### src/hw/tsc_map.svh
`ifndef TSC_MAP_SVH
`define TSC_MAP_SVH
// Register indices; byte address is four times the index
`define TSC_IDX_CTRL    12'h2C0
`define TSC_IDX_FLAGS   12'h2C8
`define TSC_IDX_STATE   12'h2C9
`define TSC_IDX_RELOAD  12'h2CA
`define TSC_IDX_SEC     12'h2CB
`define TSC_IDX_DEST    12'h2CE
`define TSC_IDX_BUF     12'h2D0
`define TSC_IDX_PRIM    12'h2D2
`define TSC_IDX_PEN0    12'h2DC
`define TSC_IDX_PEN1    12'h2DD
`define TSC_IDX_PEN2    12'h2DE
`define TSC_IDX_ICLR    12'h2E0
`define TSC_IDX_IEN     12'h2E1
`define TSC_IDX_DATA2   12'h2E2
// Reset values
`define TSC_RELOAD_RST  5'h07
`define TSC_SEC_RST     5'h07
// Sequencer states
`define TSC_ST_IDLE     5'h00
`define TSC_ST_LOAD     5'h03
`define TSC_ST_MAIN1    5'h09
`define TSC_ST_MAIN2    5'h12
`define TSC_ST_OVF      5'h15
`define TSC_ST_IRQ      5'h19
// Limits
`define TSC_PRIM_MAX    9'h1FF
`define TSC_NUM_CH      18
// Flag bit positions
`define TSC_FLAG_DONE   0
`define TSC_FLAG_OVF    1
`endif

### src/hw/tsc_pkg.sv
package tsc_pkg;
  // Control register fields, most significant first
  typedef struct packed {
    logic [4:0] channel;
    logic       start;
    logic       init;
    logic       enable;
  } tsc_ctrl_type;

  typedef struct packed {
    logic ovf;
    logic done;
  } tsc_flags_type;
endpackage

### src/hw/tsc_top.sv
`timescale 1ns/1ps
`include "tsc_map.svh"
// Overview of operation
// - The state counter returns to zero when the end-of-measurement interrupt is acknowledged.
// - Writing one to the initialise bit forces the state counter to zero.
// - Clearing the start bit freezes the state counter at its current value.
// - The state counter sits in bits 0 to 4 of a read/write register, upper bits read zero.
// - A five-bit read/write reload register holds the secondary start value and resets to seven.
// - The read-only secondary counter is loaded from the reload register in state three and resets to seven.
// - A twelve-bit read/write destination address register has bits 12 to 15 reading zero.
// - The primary count is captured into a nine-bit read-only buffer when the first result is fixed.
// - The primary counter is a nine-bit read-only counter topping out at all ones.
// - A primary overflow sets the overflow error flag and jumps the sequencer to state 21.
// - Eighteen channel enables in three registers choose port use (0) or touch sensing (1).
// - Channel enables take effect only while the unit operation enable bit is one.
// - Every channel is measured regardless of its enable, the result then being marked invalid.
// - In step two the secondary counter rises on low samples, falls on high, never above the reload.
// - Results are the primary count at the first low and where the secondary counter reaches zero.
module tsc_top
  import tsc_pkg::*;
(
  // Clock and reset
  input  wire logic        pclk,
  input  wire logic        presetn,
  // APB slave
  input  wire logic        psel,
  input  wire logic        penable,
  input  wire logic        pwrite,
  input  wire logic [13:0] paddr,
  input  wire logic [31:0] pwdata,
  output logic             pready,
  output logic [31:0]      prdata,
  output logic             pslverr,
  // Sensor side
  input  wire logic        sense_level,
  output logic [17:0]      sense_pin_en,
  // Interrupt
  input  wire logic        irq_ack,
  output logic             irq
);

  logic [11:0]   idx;
  logic          wr_en;
  logic          rd_setup;
  logic [31:0]   rd_data;
  logic          rd_hit;
  tsc_ctrl_type  ctrl_reg;
  tsc_flags_type flags_reg;
  tsc_flags_type ien_reg;
  logic [4:0]    state_reg;
  logic [4:0]    reload_reg;
  logic [4:0]    sec_reg;
  logic [11:0]   dest_reg;
  logic [8:0]    buf_reg;
  logic [8:0]    data2_reg;
  logic          invalid_reg;
  logic [8:0]    prim_reg;
  logic [17:0]   pen_reg;
  logic          sync1_reg;
  logic          sync2_reg;
  logic          run;
  logic          low;
  logic          prim_inc;
  logic          ovf_ev;
  logic          done_ev;
  logic          init_wr;

  function automatic logic hit(input logic [11:0] a, input logic [11:0] r);
    hit = (a == r);
  endfunction

  assign idx      = paddr[13:2];
  assign pready   = 1'b1;
  assign wr_en    = psel & penable & pwrite;
  assign rd_setup = psel & ~penable;
  assign init_wr  = wr_en & hit(idx, `TSC_IDX_CTRL) & pwdata[1];
  assign run      = ctrl_reg.enable & ctrl_reg.start;
  assign low      = ~sync2_reg;

  // Pin level is asynchronous to pclk
  always_ff @(posedge pclk or negedge presetn) begin
    if (!presetn) begin
      sync1_reg <= 1'b0;
      sync2_reg <= 1'b0;
    end else begin
      sync1_reg <= sense_level;
      sync2_reg <= sync1_reg;
    end
  end

  // Read mux; unassigned bits are padded with zero
  always_comb begin
    rd_data = 32'h0;
    rd_hit  = 1'b1;
    if (hit(idx, `TSC_IDX_CTRL)) begin
      rd_data = {24'h0, ctrl_reg.channel, ctrl_reg.start, 1'b0, ctrl_reg.enable};
    end else if (hit(idx, `TSC_IDX_FLAGS)) begin
      rd_data = {29'h0, invalid_reg, flags_reg};
    end else if (hit(idx, `TSC_IDX_STATE)) begin
      rd_data = {27'h0, state_reg};
    end else if (hit(idx, `TSC_IDX_RELOAD)) begin
      rd_data = {27'h0, reload_reg};
    end else if (hit(idx, `TSC_IDX_SEC)) begin
      rd_data = {27'h0, sec_reg};
    end else if (hit(idx, `TSC_IDX_DEST)) begin
      rd_data = {20'h0, dest_reg};
    end else if (hit(idx, `TSC_IDX_BUF)) begin
      rd_data = {23'h0, buf_reg};
    end else if (hit(idx, `TSC_IDX_PRIM)) begin
      rd_data = {23'h0, prim_reg};
    end else if (hit(idx, `TSC_IDX_PEN0)) begin
      rd_data = {24'h0, pen_reg[7:0]};
    end else if (hit(idx, `TSC_IDX_PEN1)) begin
      rd_data = {24'h0, pen_reg[15:8]};
    end else if (hit(idx, `TSC_IDX_PEN2)) begin
      rd_data = {30'h0, pen_reg[17:16]};
    end else if (hit(idx, `TSC_IDX_ICLR)) begin
      rd_data = 32'h0;
    end else if (hit(idx, `TSC_IDX_IEN)) begin
      rd_data = {30'h0, ien_reg};
    end else if (hit(idx, `TSC_IDX_DATA2)) begin
      rd_data = {23'h0, data2_reg};
    end else begin
      rd_hit = 1'b0;
    end
  end

  // Read data is captured in setup so the access phase needs no wait state
  always_ff @(posedge pclk or negedge presetn) begin
    if (!presetn) begin
      prdata  <= 32'h0;
      pslverr <= 1'b0;
    end else if (rd_setup) begin
      prdata  <= pwrite ? 32'h0 : rd_data;
      pslverr <= ~rd_hit;
    end
  end

  // Initialise is a strobe and never reads back as one
  always_ff @(posedge pclk or negedge presetn) begin
    if (!presetn) begin
      ctrl_reg <= '0;
    end else if (wr_en && hit(idx, `TSC_IDX_CTRL)) begin
      ctrl_reg <= {pwdata[7:2], 1'b0, pwdata[0]};
    end
  end

  always_ff @(posedge pclk or negedge presetn) begin
    if (!presetn) begin
      reload_reg <= `TSC_RELOAD_RST;
      dest_reg   <= 12'h000;
      pen_reg    <= 18'h00000;
      ien_reg    <= '0;
    end else if (wr_en) begin
      if (hit(idx, `TSC_IDX_RELOAD)) begin
        reload_reg <= pwdata[4:0];
      end else if (hit(idx, `TSC_IDX_DEST)) begin
        dest_reg <= pwdata[11:0];
      end else if (hit(idx, `TSC_IDX_PEN0)) begin
        pen_reg[7:0] <= pwdata[7:0];
      end else if (hit(idx, `TSC_IDX_PEN1)) begin
        pen_reg[15:8] <= pwdata[7:0];
      end else if (hit(idx, `TSC_IDX_PEN2)) begin
        pen_reg[17:16] <= pwdata[1:0];
      end else if (hit(idx, `TSC_IDX_IEN)) begin
        ien_reg <= pwdata[1:0];
      end
    end
  end

  // Pins go to the sensor only while the unit is enabled
  always_ff @(posedge pclk or negedge presetn) begin
    if (!presetn) begin
      sense_pin_en <= 18'h00000;
    end else begin
      sense_pin_en <= ctrl_reg.enable ? pen_reg : 18'h00000;
    end
  end

  assign prim_inc = run && sync2_reg && (state_reg == `TSC_ST_MAIN1 || state_reg == `TSC_ST_MAIN2);
  assign ovf_ev   = prim_inc && (prim_reg == `TSC_PRIM_MAX);
  assign done_ev  = run && (state_reg == `TSC_ST_IRQ - 5'h01);

  // Sequencer; when start is low the count holds except on init, a state write or an interrupt acknowledge
  always_ff @(posedge pclk or negedge presetn) begin
    if (!presetn) begin
      state_reg <= `TSC_ST_IDLE;
    end else if (init_wr) begin
      state_reg <= `TSC_ST_IDLE;
    end else if (wr_en && hit(idx, `TSC_IDX_STATE)) begin
      state_reg <= pwdata[4:0];
    end else if (irq_ack && state_reg == `TSC_ST_IRQ) begin
      state_reg <= `TSC_ST_IDLE;
    end else if (run) begin
      if (ovf_ev) begin
        state_reg <= `TSC_ST_OVF;
      end else if (state_reg == `TSC_ST_MAIN1) begin
        state_reg <= low ? state_reg + 5'h01 : state_reg;
      end else if (state_reg == `TSC_ST_MAIN2) begin
        state_reg <= (sec_reg == 5'h00) ? state_reg + 5'h01 : state_reg;
      end else if (state_reg != `TSC_ST_IRQ) begin
        state_reg <= state_reg + 5'h01;
      end
    end
  end

  // Primary counter saturates; overflow is reported instead of wrapping
  always_ff @(posedge pclk or negedge presetn) begin
    if (!presetn) begin
      prim_reg <= 9'h000;
    end else if (init_wr || (run && state_reg == `TSC_ST_LOAD)) begin
      prim_reg <= 9'h000;
    end else if (prim_inc && !ovf_ev) begin
      prim_reg <= prim_reg + 9'h001;
    end
  end

  always_ff @(posedge pclk or negedge presetn) begin
    if (!presetn) begin
      sec_reg <= `TSC_SEC_RST;
    end else if (run && state_reg == `TSC_ST_LOAD) begin
      sec_reg <= reload_reg;
    end else if (run && state_reg == `TSC_ST_MAIN2 && sec_reg != 5'h00) begin
      if (low && sec_reg < reload_reg) begin
        sec_reg <= sec_reg + 5'h01;
      end else if (!low) begin
        sec_reg <= sec_reg - 5'h01;
      end
    end
  end

  // Results; an unenabled channel is still measured but flagged
  always_ff @(posedge pclk or negedge presetn) begin
    if (!presetn) begin
      buf_reg     <= 9'h000;
      data2_reg   <= 9'h000;
      invalid_reg <= 1'b0;
    end else if (run) begin
      if (state_reg == `TSC_ST_MAIN1 && low) begin
        buf_reg     <= prim_reg;
        // An index past the last channel has no enable bit and counts as invalid
        invalid_reg <= (ctrl_reg.channel > 5'h11) | ~pen_reg[ctrl_reg.channel];
      end
      if (state_reg == `TSC_ST_MAIN2 && sec_reg == 5'h00) begin
        data2_reg <= prim_reg;
      end
    end
  end

  // Sticky flags; a new event wins over a clear in the same cycle
  always_ff @(posedge pclk or negedge presetn) begin
    if (!presetn) begin
      flags_reg <= '0;
    end else begin
      if (ovf_ev) begin
        flags_reg.ovf <= 1'b1;
      end else if (init_wr || (wr_en && hit(idx, `TSC_IDX_ICLR) && pwdata[`TSC_FLAG_OVF])) begin
        flags_reg.ovf <= 1'b0;
      end
      if (done_ev) begin
        flags_reg.done <= 1'b1;
      end else if (init_wr || (wr_en && hit(idx, `TSC_IDX_ICLR) && pwdata[`TSC_FLAG_DONE])) begin
        flags_reg.done <= 1'b0;
      end
    end
  end

  assign irq = |(flags_reg & ien_reg);

  state_ack_a: assert property (@(posedge pclk) disable iff (!presetn)
    irq_ack && state_reg == `TSC_ST_IRQ && !init_wr && !(wr_en && hit(idx, `TSC_IDX_STATE))
    |=> state_reg == `TSC_ST_IDLE)
    else $error("state not cleared on ack");

  init_clear_a: assert property (@(posedge pclk) disable iff (!presetn)
    init_wr |=> state_reg == 5'h00 && prim_reg == 9'h000)
    else $error("init did not clear");

  stop_hold_a: assert property (@(posedge pclk) disable iff (!presetn)
    !run && !wr_en && !irq_ack |=> $stable(state_reg))
    else $error("state moved while stopped");

  reload_load_a: assert property (@(posedge pclk) disable iff (!presetn)
    run && state_reg == `TSC_ST_LOAD |=> sec_reg == $past(reload_reg))
    else $error("secondary not loaded");

  sec_cap_a: assert property (@(posedge pclk) disable iff (!presetn)
    sec_reg <= reload_reg |=> sec_reg <= reload_reg || $changed(reload_reg) || $past(run && state_reg == 5'h03))
    else $error("secondary above reload");

  buf_cap_a: assert property (@(posedge pclk) disable iff (!presetn)
    run && state_reg == `TSC_ST_MAIN1 && low |=> buf_reg == $past(prim_reg) && state_reg == 5'h0A)
    else $error("buffer not captured");

  ovf_jump_a: assert property (@(posedge pclk) disable iff (!presetn)
    ovf_ev && !init_wr && !(wr_en && hit(idx, `TSC_IDX_STATE))
    |=> state_reg == 5'h15 && flags_reg.ovf && (irq || !ien_reg.ovf))
    else $error("overflow not handled");

  prim_max_a: assert property (@(posedge pclk) disable iff (!presetn)
    prim_reg == 9'h1FF |=> prim_reg == 9'h1FF || prim_reg == 9'h000)
    else $error("primary wrapped");

  pin_gate_a: assert property (@(posedge pclk) disable iff (!presetn)
    !ctrl_reg.enable |=> sense_pin_en == 18'h00000)
    else $error("pins enabled while unit off");

  data2_cap_a: assert property (@(posedge pclk) disable iff (!presetn)
    run && state_reg == `TSC_ST_MAIN2 && sec_reg == 5'h00 |=> data2_reg == $past(prim_reg))
    else $error("second result not captured");

  unused_zero_a: assert property (@(posedge pclk) disable iff (!presetn)
    rd_setup |=> prdata[31:12] == 20'h00000)
    else $error("unassigned read bits set");

  state_write_a: assert property (@(posedge pclk) disable iff (!presetn)
    wr_en && hit(idx, `TSC_IDX_STATE) |=> state_reg == $past(pwdata[4:0]))
    else $error("state write lost");

  reload_write_a: assert property (@(posedge pclk) disable iff (!presetn)
    wr_en && hit(idx, `TSC_IDX_RELOAD) |=> reload_reg == $past(pwdata[4:0]))
    else $error("reload write lost");

  dest_write_a: assert property (@(posedge pclk) disable iff (!presetn)
    wr_en && hit(idx, `TSC_IDX_DEST) |=> dest_reg == $past(pwdata[11:0]))
    else $error("destination write lost");

  sec_hold_a: assert property (@(posedge pclk) disable iff (!presetn)
    !(run && (state_reg == `TSC_ST_LOAD || state_reg == `TSC_ST_MAIN2)) |=> $stable(sec_reg))
    else $error("secondary moved outside its states");

  sec_step_a: assert property (@(posedge pclk) disable iff (!presetn)
    run && state_reg == `TSC_ST_MAIN2 && sec_reg != 5'h00 && !low |=> sec_reg == $past(sec_reg) - 5'h01)
    else $error("secondary not decremented");

  pen_apply_a: assert property (@(posedge pclk) disable iff (!presetn)
    ctrl_reg.enable |=> sense_pin_en == $past(pen_reg))
    else $error("channel enables not applied");

  invalid_mark_a: assert property (@(posedge pclk) disable iff (!presetn)
    run && state_reg == `TSC_ST_MAIN1 && low && ctrl_reg.channel < 5'h12
    |=> invalid_reg == !$past(pen_reg[ctrl_reg.channel]))
    else $error("invalid mark wrong");

endmodule

### config.mk
export PLATFORM = sky130hd
export DESIGN_NAME = tsc_top
export DESIGN_NICKNAME = d
export VERILOG_FILES = /design/src/hw/tsc_pkg.sv /design/src/hw/tsc_top.sv
export VERILOG_INCLUDE_DIRS = /design/src /design/src/hw
export SDC_FILE = /design/constraint.sdc
export NUM_CORES = 1
export LEC_CHECK = 0
export BUFFER_PORTS_ARGS = -buffer_cell sky130_fd_sc_hd__buf_2
export CAP_MARGIN = 20
export CORE_MARGIN = 10
export CORE_UTILIZATION = 50
export CTS_BUF_LIST = sky130_fd_sc_hd__clkbuf_4 sky130_fd_sc_hd__clkbuf_8
export DETAILED_ROUTE_END_ITERATION = 12
export PLACE_DENSITY_LB_ADDON = 0.08
export REMOVE_ABC_BUFFERS = 1
export SYNTH_ARGS = -nofsm -noshare
export SYNTH_HDL_FRONTEND = slang
export SYNTH_SLANG_ARGS = --single-unit
### constraint.sdc
create_clock -name pclk -period 2.9 [get_ports pclk]
set_clock_uncertainty 0.15 [all_clocks]
set_input_delay 0.145 -clock pclk [delete_from_list [all_inputs] [get_ports pclk]]
set_output_delay 0.145 -clock pclk [all_outputs]
set_load 0.02 [all_outputs]
==> results of run 1 <==
worst max-delay path, cell delays in order (launching register included):
cell and delay, ns:
dfstp_2 0.54, inv_1 0.06, ha_1 0.19, a21o_1 0.18, a31oi_2 0.18, o21ai_2 0.12
buf_4 0.16, ha_1 0.27, a21o_1 0.19, a21oi_2 0.13, xor2_1 0.14, nor2_1 0.05
a221o_1 0.26
Yosys cell counts (all sizes together), types with 12 or more instances:
library cell and instances:
mux2 64, nand2b 14, o21ai 32, buf 39, dfrtp 111, nor2 37, ha 13, a22oi 12
inv 17, nand3 13, a21oi 33, nand2 51, and2 23
per-layer routing:
metal,vias up,global-route usage [%]
li1,2409,-
met1,2635,27.8
met2,220,32.5
met3,40,6.87
met4,0,7.07
met5,-,0
power by group through the flow:
stage / combinational, µW / clock, µW / sequential, µW
final: 259 / 1390 / 1650
after global placement: 232 / 0 / 1680
after floorplan: 92.5 / 0 / 1680
after detailed placement: 235 / 0 / 1680
after global routing: 283 / 1490 / 1650
after CTS: 255 / 1420 / 1650
logic make-up (layout without fill, tap and decap cells):
logic type | Yosys count | count (layout) | synth area share (%)
mux | 76 | 76 | 13.9
compound gates | 140 | 140 | 14.4
fa+ha+maj | 15 | 15 | 2.95
flops | 117 | 117 | 45.0
other cells | 2 | 21 | 0.115
buf+inv | 65 | 166 | 5.58
simple gates | 188 | 188 | 16.6
xor+xnor | 11 | 11 | 1.48
through the flow:
step / worst slack (ns) / TNS (ns) / cells
global route: 0.0155 / 0 / 906
global placement: -0.0563 / -0.0988 / 858
finish: 0.170 / 0 / 906
floorplan: -0.0877 / -0.0877 / 585
detailed placement: -0.121 / -0.212 / 858
CTS: 0.0337 / 0 / 904
path summary, 6_finish.rpt:
check / end / slack [ns] / cells after the start
worst min register to register: sync2_reg / 0.20 / 0
max in group asynchronous: sense_pin_en[13] / 1.70 / 3
worst min-delay path: state_reg[2] / 0.06 / 2
worst max register to register: sec_reg[3] / 0.17 / 12
worst max-delay path: sec_reg[3] / 0.17 / 12
min in group pclk: prdata[2] / 0.06 / 5
cells in the final DEF (no fill, tap or decap), types with 5 or more instances in the layout:
master / count
a21o_1: 7
a21oi_1: 30
a22o_1: 6
a22oi_1: 12
and2_1: 23
and3_1: 7
buf_2: 61
buf_4: 41
clkbuf_8: 20
conb_1: 21
dfrtp_1: 111
dfstp_2: 6
dlygate4sd3_1: 18
ha_1: 12
inv_1: 17
mux2_2: 64
mux2i_1: 7
mux4_2: 5
nand2_1: 47
nand2b_1: 14
nand3_1: 13
nand3b_1: 5
nand4_1: 7
nor2_1: 34
nor3_1: 6
o211ai_1: 6
o21ai_0: 25
o21ai_1: 5
o221ai_1: 8
o22ai_1: 5
xor2_1: 9
timing repair:
item	4_1_cts	5_1_grt
hold endpoints to repair	127	0
buffers inserted	0	2
gates resized for setup	3	4
setup endpoints to repair	2	2
hold buffers	18	0
pin swaps	0	4
area by class of cell:
class,instances,area [µm²]
clock inverters,5,52.6
clock buffers,23,298
multi-input cells,451,3330
fillers,1119,5020
inverters,17,63.8
well taps,172,215
repair buffers,121,813
flip-flops and latches,117,2940
==> impl_metrics.toml, run 1 <==
[status]
outcome = "finished clean"

[routing]
via_per_inst = 5.85
ant_nets = 0
dr_wl_met3_um = 1530
drtIter0Drc = 461
firstDrtPassIters = 6
totalWireLength_um = 18800
m1WireLength_um = 8080
drc_errors = 0
routed.top_layer = "met4"
vias = 5304
wl_met2_um = 8700
wl_per_cell_um = 20.7

[power]
p_int_uw = 2470
power_leakage_uw = 0.00368
p_switching_uw = 828
vdd.ir_drop.worst_mv = 0.264
power_density_mw_per_mm2 = 428
seqPwrFrac_pct = 50.0
pwr-share-clk_pct = 42.1
sw_frac_of_total_pct = 25.1
total_power_uw = 3300
p_comb_share_pct = 7.9

[timing]
report.final.slew_viol_count = 0
hold_slack_ns = 0.0552
setup-violations-final = 0
tightest_slew_ns = 0.601
period_share_pct = 94.1
rsz0062_at_grt = "false"
fmaxAchievable_ghz = 0.366
post-route-min-period_ns = 2.73
relSlewSlack_pct = 59.9
finalHoldViolations = 0

[logic_synthesis]
synthFlopType = "dfrtp_1"
ys_seq_area_share_pct = 45.0
synth.top_cell.area_share_pct = 42.6
yosysUniqueCellTypes = 76
synthCells = 614
yosysWarnings = 0
synthesis.area_mm2 = 0.00652
postSynthAreaPerCell_um2 = 10.6
synth_edf_count = 0
async_reset_ff_share_pct = 100
yosys.area.top_type = "dfrtp_1"
synth.area.top_cells = "dfrtp_1 43%, mux2_2 11%, buf_4 3.1%"
ys_ff_latch = 117

[clock_network]
clk_pin_slew_worst_paths_ns = 0.07
cts_num_sinks = 117
clockRootBuffer = "clkbuf_8"
clockBufferDepth = 2
insertion_delay_ns = 0.45
cts_made_buffers = 17
htree_num_levels = 4
cts_tree = "yes"

[layout]
finalInstanceArea_mm2 = 0.00770
utilization_pct = 60.6
antenna_cells = 0
area_growth_pct = 18.1
nets = 792
drive_gt1_share_pct = 32.0

[global_routing]
grt_pass1_vias = 5416
grt_pass1_wl_um = 30100
antenna_found_initial = 0
grt_usage_pct = 21.3
grt_max_degree = 48
grt_overflow_total = 0

[run]
cap_violations = 0

[floorplanning]
core_area_mm2 = 0.0127
dieArea_mm2 = 0.0180
core.rowCount = 41
io-pin-count = 106
start_util_pct = 51.3
die_w_um = 134
die_h_um = 134

[critical_path]
worst_ep_required_time_ns = 3.09
critPathLaunch = "reload_reg[1]"
arrival_ns = 2.92
critPathKind = "reg2reg"
reg2reg_from = "reload_reg[1]"
worst-path-max-fanout = 4
start_kind = "register"
end_kind = "register"

[place]
dp_hpwl_um = 13500
postPlaceCellArea_mm2 = 0.00713
portBuffers = 62
place.gp.congestion = 0.971

[worst_hold_path]
hp-class = "in2async"
Power figures use the tool's default switching activity.
==> run 2, diff against run 1 <==
--- a/config.mk
+++ b/config.mk
@@ -9,7 +9,7 @@
 export BUFFER_PORTS_ARGS = -buffer_cell sky130_fd_sc_hd__buf_2
 export CAP_MARGIN = 20
 export CORE_MARGIN = 10
-export CORE_UTILIZATION = 50
+export CORE_UTILIZATION = 40
 export CTS_BUF_LIST = sky130_fd_sc_hd__clkbuf_4 sky130_fd_sc_hd__clkbuf_8
 export DETAILED_ROUTE_END_ITERATION = 12
 export PLACE_DENSITY_LB_ADDON = 0.08
==> impl_metrics.toml, run 2 (synthesis results as in run 1) <==
[global_routing]
grt_overflow_total = 0
antenna_found_initial = 0
grt_pass1_wl_um = 31100
grt_max_degree = 68
grt_usage_pct = 18.2
grt_pass1_vias = 5448

[place]
dp_hpwl_um = 14200
place.gp.congestion = 0.905
postPlaceCellArea_mm2 = 0.00712
portBuffers = 62
placedCellCount = 894

[power]
p_comb_share_pct = 7.3
pwr-share-clk_pct = 44.8
seqPwrFrac_pct = 47.9
p_switching_uw = 878
total_power_uw = 3440
p_int_uw = 2570
power_density_mw_per_mm2 = 444
vdd.ir_drop.worst_mv = 0.263
sw_frac_of_total_pct = 25.5
power_leakage_uw = 0.00365

[worst_hold_path]
hp-class = "in2reg"
min-delay-start = "paddr[12]"

[layout]
nets = 783
finalInstanceArea_mm2 = 0.00776
mostFrequentLayoutCells = "111 x dfrtp_1, 64 x mux2_2, 61 x buf_2"
area_growth_pct = 19.0
drive_gt1_share_pct = 31.6
instances_no_fill = 944
antenna_cells = 0
layout_commonest_cell = "dfrtp_1"
fillers = 1489

[critical_path]
start_kind = "register"
critPathLaunch = "reload_reg[2]"
reg2reg_from = "reload_reg[2]"
end_kind = "register"
worst_ep_required_time_ns = 3.08
critPathKind = "reg2reg"
arrival_ns = 2.99
worst-path-max-fanout = 3

[clock_network]
insertion_delay_ns = 0.45
clk_pin_slew_worst_paths_ns = 0.07
htree_num_levels = 4
cts_num_sinks = 117
clockRootBuffer = "clkbuf_8"
clockBufferDepth = 2
cts_tree = "yes"
cts_made_buffers = 17

[routing]
m1WireLength_um = 8910
vias = 5193
routed.top_layer = "met4"
drtIter0Drc = 348
dr_wl_met3_um = 1110
totalWireLength_um = 19300
firstDrtPassIters = 5
wl_per_cell_um = 20.5
via_per_inst = 5.50
ant_nets = 0
wl_met2_um = 8890
drc_errors = 0

[timing]
setup-violations-final = 0
period_share_pct = 96.9
finalHoldViolations = 0
relSlewSlack_pct = 56.4
post-route-min-period_ns = 2.81
report.final.slew_viol_count = 0
fmaxAchievable_ghz = 0.356
hold_slack_ns = 0.0414
tightest_slew_ns = 0.654
rsz0062_at_grt = "false"

[floorplanning]
start_util_pct = 40.9
dieArea_mm2 = 0.0218
io-pin-count = 106
die_w_um = 148
core.rowCount = 46
die_h_um = 148
core_area_mm2 = 0.0159

[run]
cap_violations = 0

[status]
outcome = "finished clean"
==> run 2: critical path: stages, from the launching register on <==
cell and delay (ns):
dfstp_2 0.54, inv_1 0.06, ha_4 0.23, a21o_1 0.21, a31oi_4 0.20, o21ai_4 0.09, buf_6 0.15, ha_1 0.27
a21o_1 0.19, a21oi_2 0.13, xor2_1 0.16, nor2_1 0.06, a221o_1 0.27
==> run 2: worst paths after layout <==
check / endpoint / slack (ns) / cells after the start
min reg2reg: sync2_reg / 0.20 / 0
max reg2reg: sec_reg[3] / 0.09 / 12
max: sec_reg[3] / 0.09 / 12
max in group asynchronous: buf_reg[6] / 1.67 / 3
min: prdata[2] / 0.04 / 5
min in group asynchronous: ctrl_reg[0] / 0.12 / 2
==> run 2: cell type report <==
class / count / area, µm² / area share (%)
multi-input cells: 451 / 3340 / 43.1
flip-flops and latches: 117 / 2940 / 37.8
repair buffers: 112 / 747 / 9.63
well taps: 216 / 270 / 3.48
clock buffers: 18 / 241 / 3.11
clock inverters: 13 / 159 / 2.05
inverters: 17 / 63.8 / 0.822
==> run 2: layer usage <==
metal / global-route usage (%) / up-vias
li1: - / 2408
met3: 4.70 / 30
met4: 6.59 / 0
met2: 27.8 / 139
met5: 0 / -
met1: 24.5 / 2616
==> run 2: stage by stage <==
step                setup TNS [ns]  utilization (%)  worst slack, ns
floorplan                  -0.0877                -          -0.0877
finish                           0             48.7           0.0905
global placement            -0.163             44.7           -0.104
CTS                              0             48.4           0.0223
detailed placement          -0.340             44.7           -0.201
global route                     0             48.7        0.0000731
==> run 2: what timing repair did <==
item	in CTS	in global routing
buffers inserted	0	2
pin swaps	0	6
resized for setup	5	5
endpoints found under the setup margin	2	4
hold buffers	17	0
hold endpoints to repair	94	0
==> run 2: power by group through the flow <==
stage | clock (µW) | sequential [µW] | combinational [µW]
3_5_place_dp | 0 | 1680 | 232
2_1_floorplan | 0 | 1680 | 92.5
3_3_place_gp | 0 | 1680 | 231
4_1_cts | 1580 | 1650 | 250
5_1_grt | 1670 | 1650 | 277
6_report | 1540 | 1650 | 251
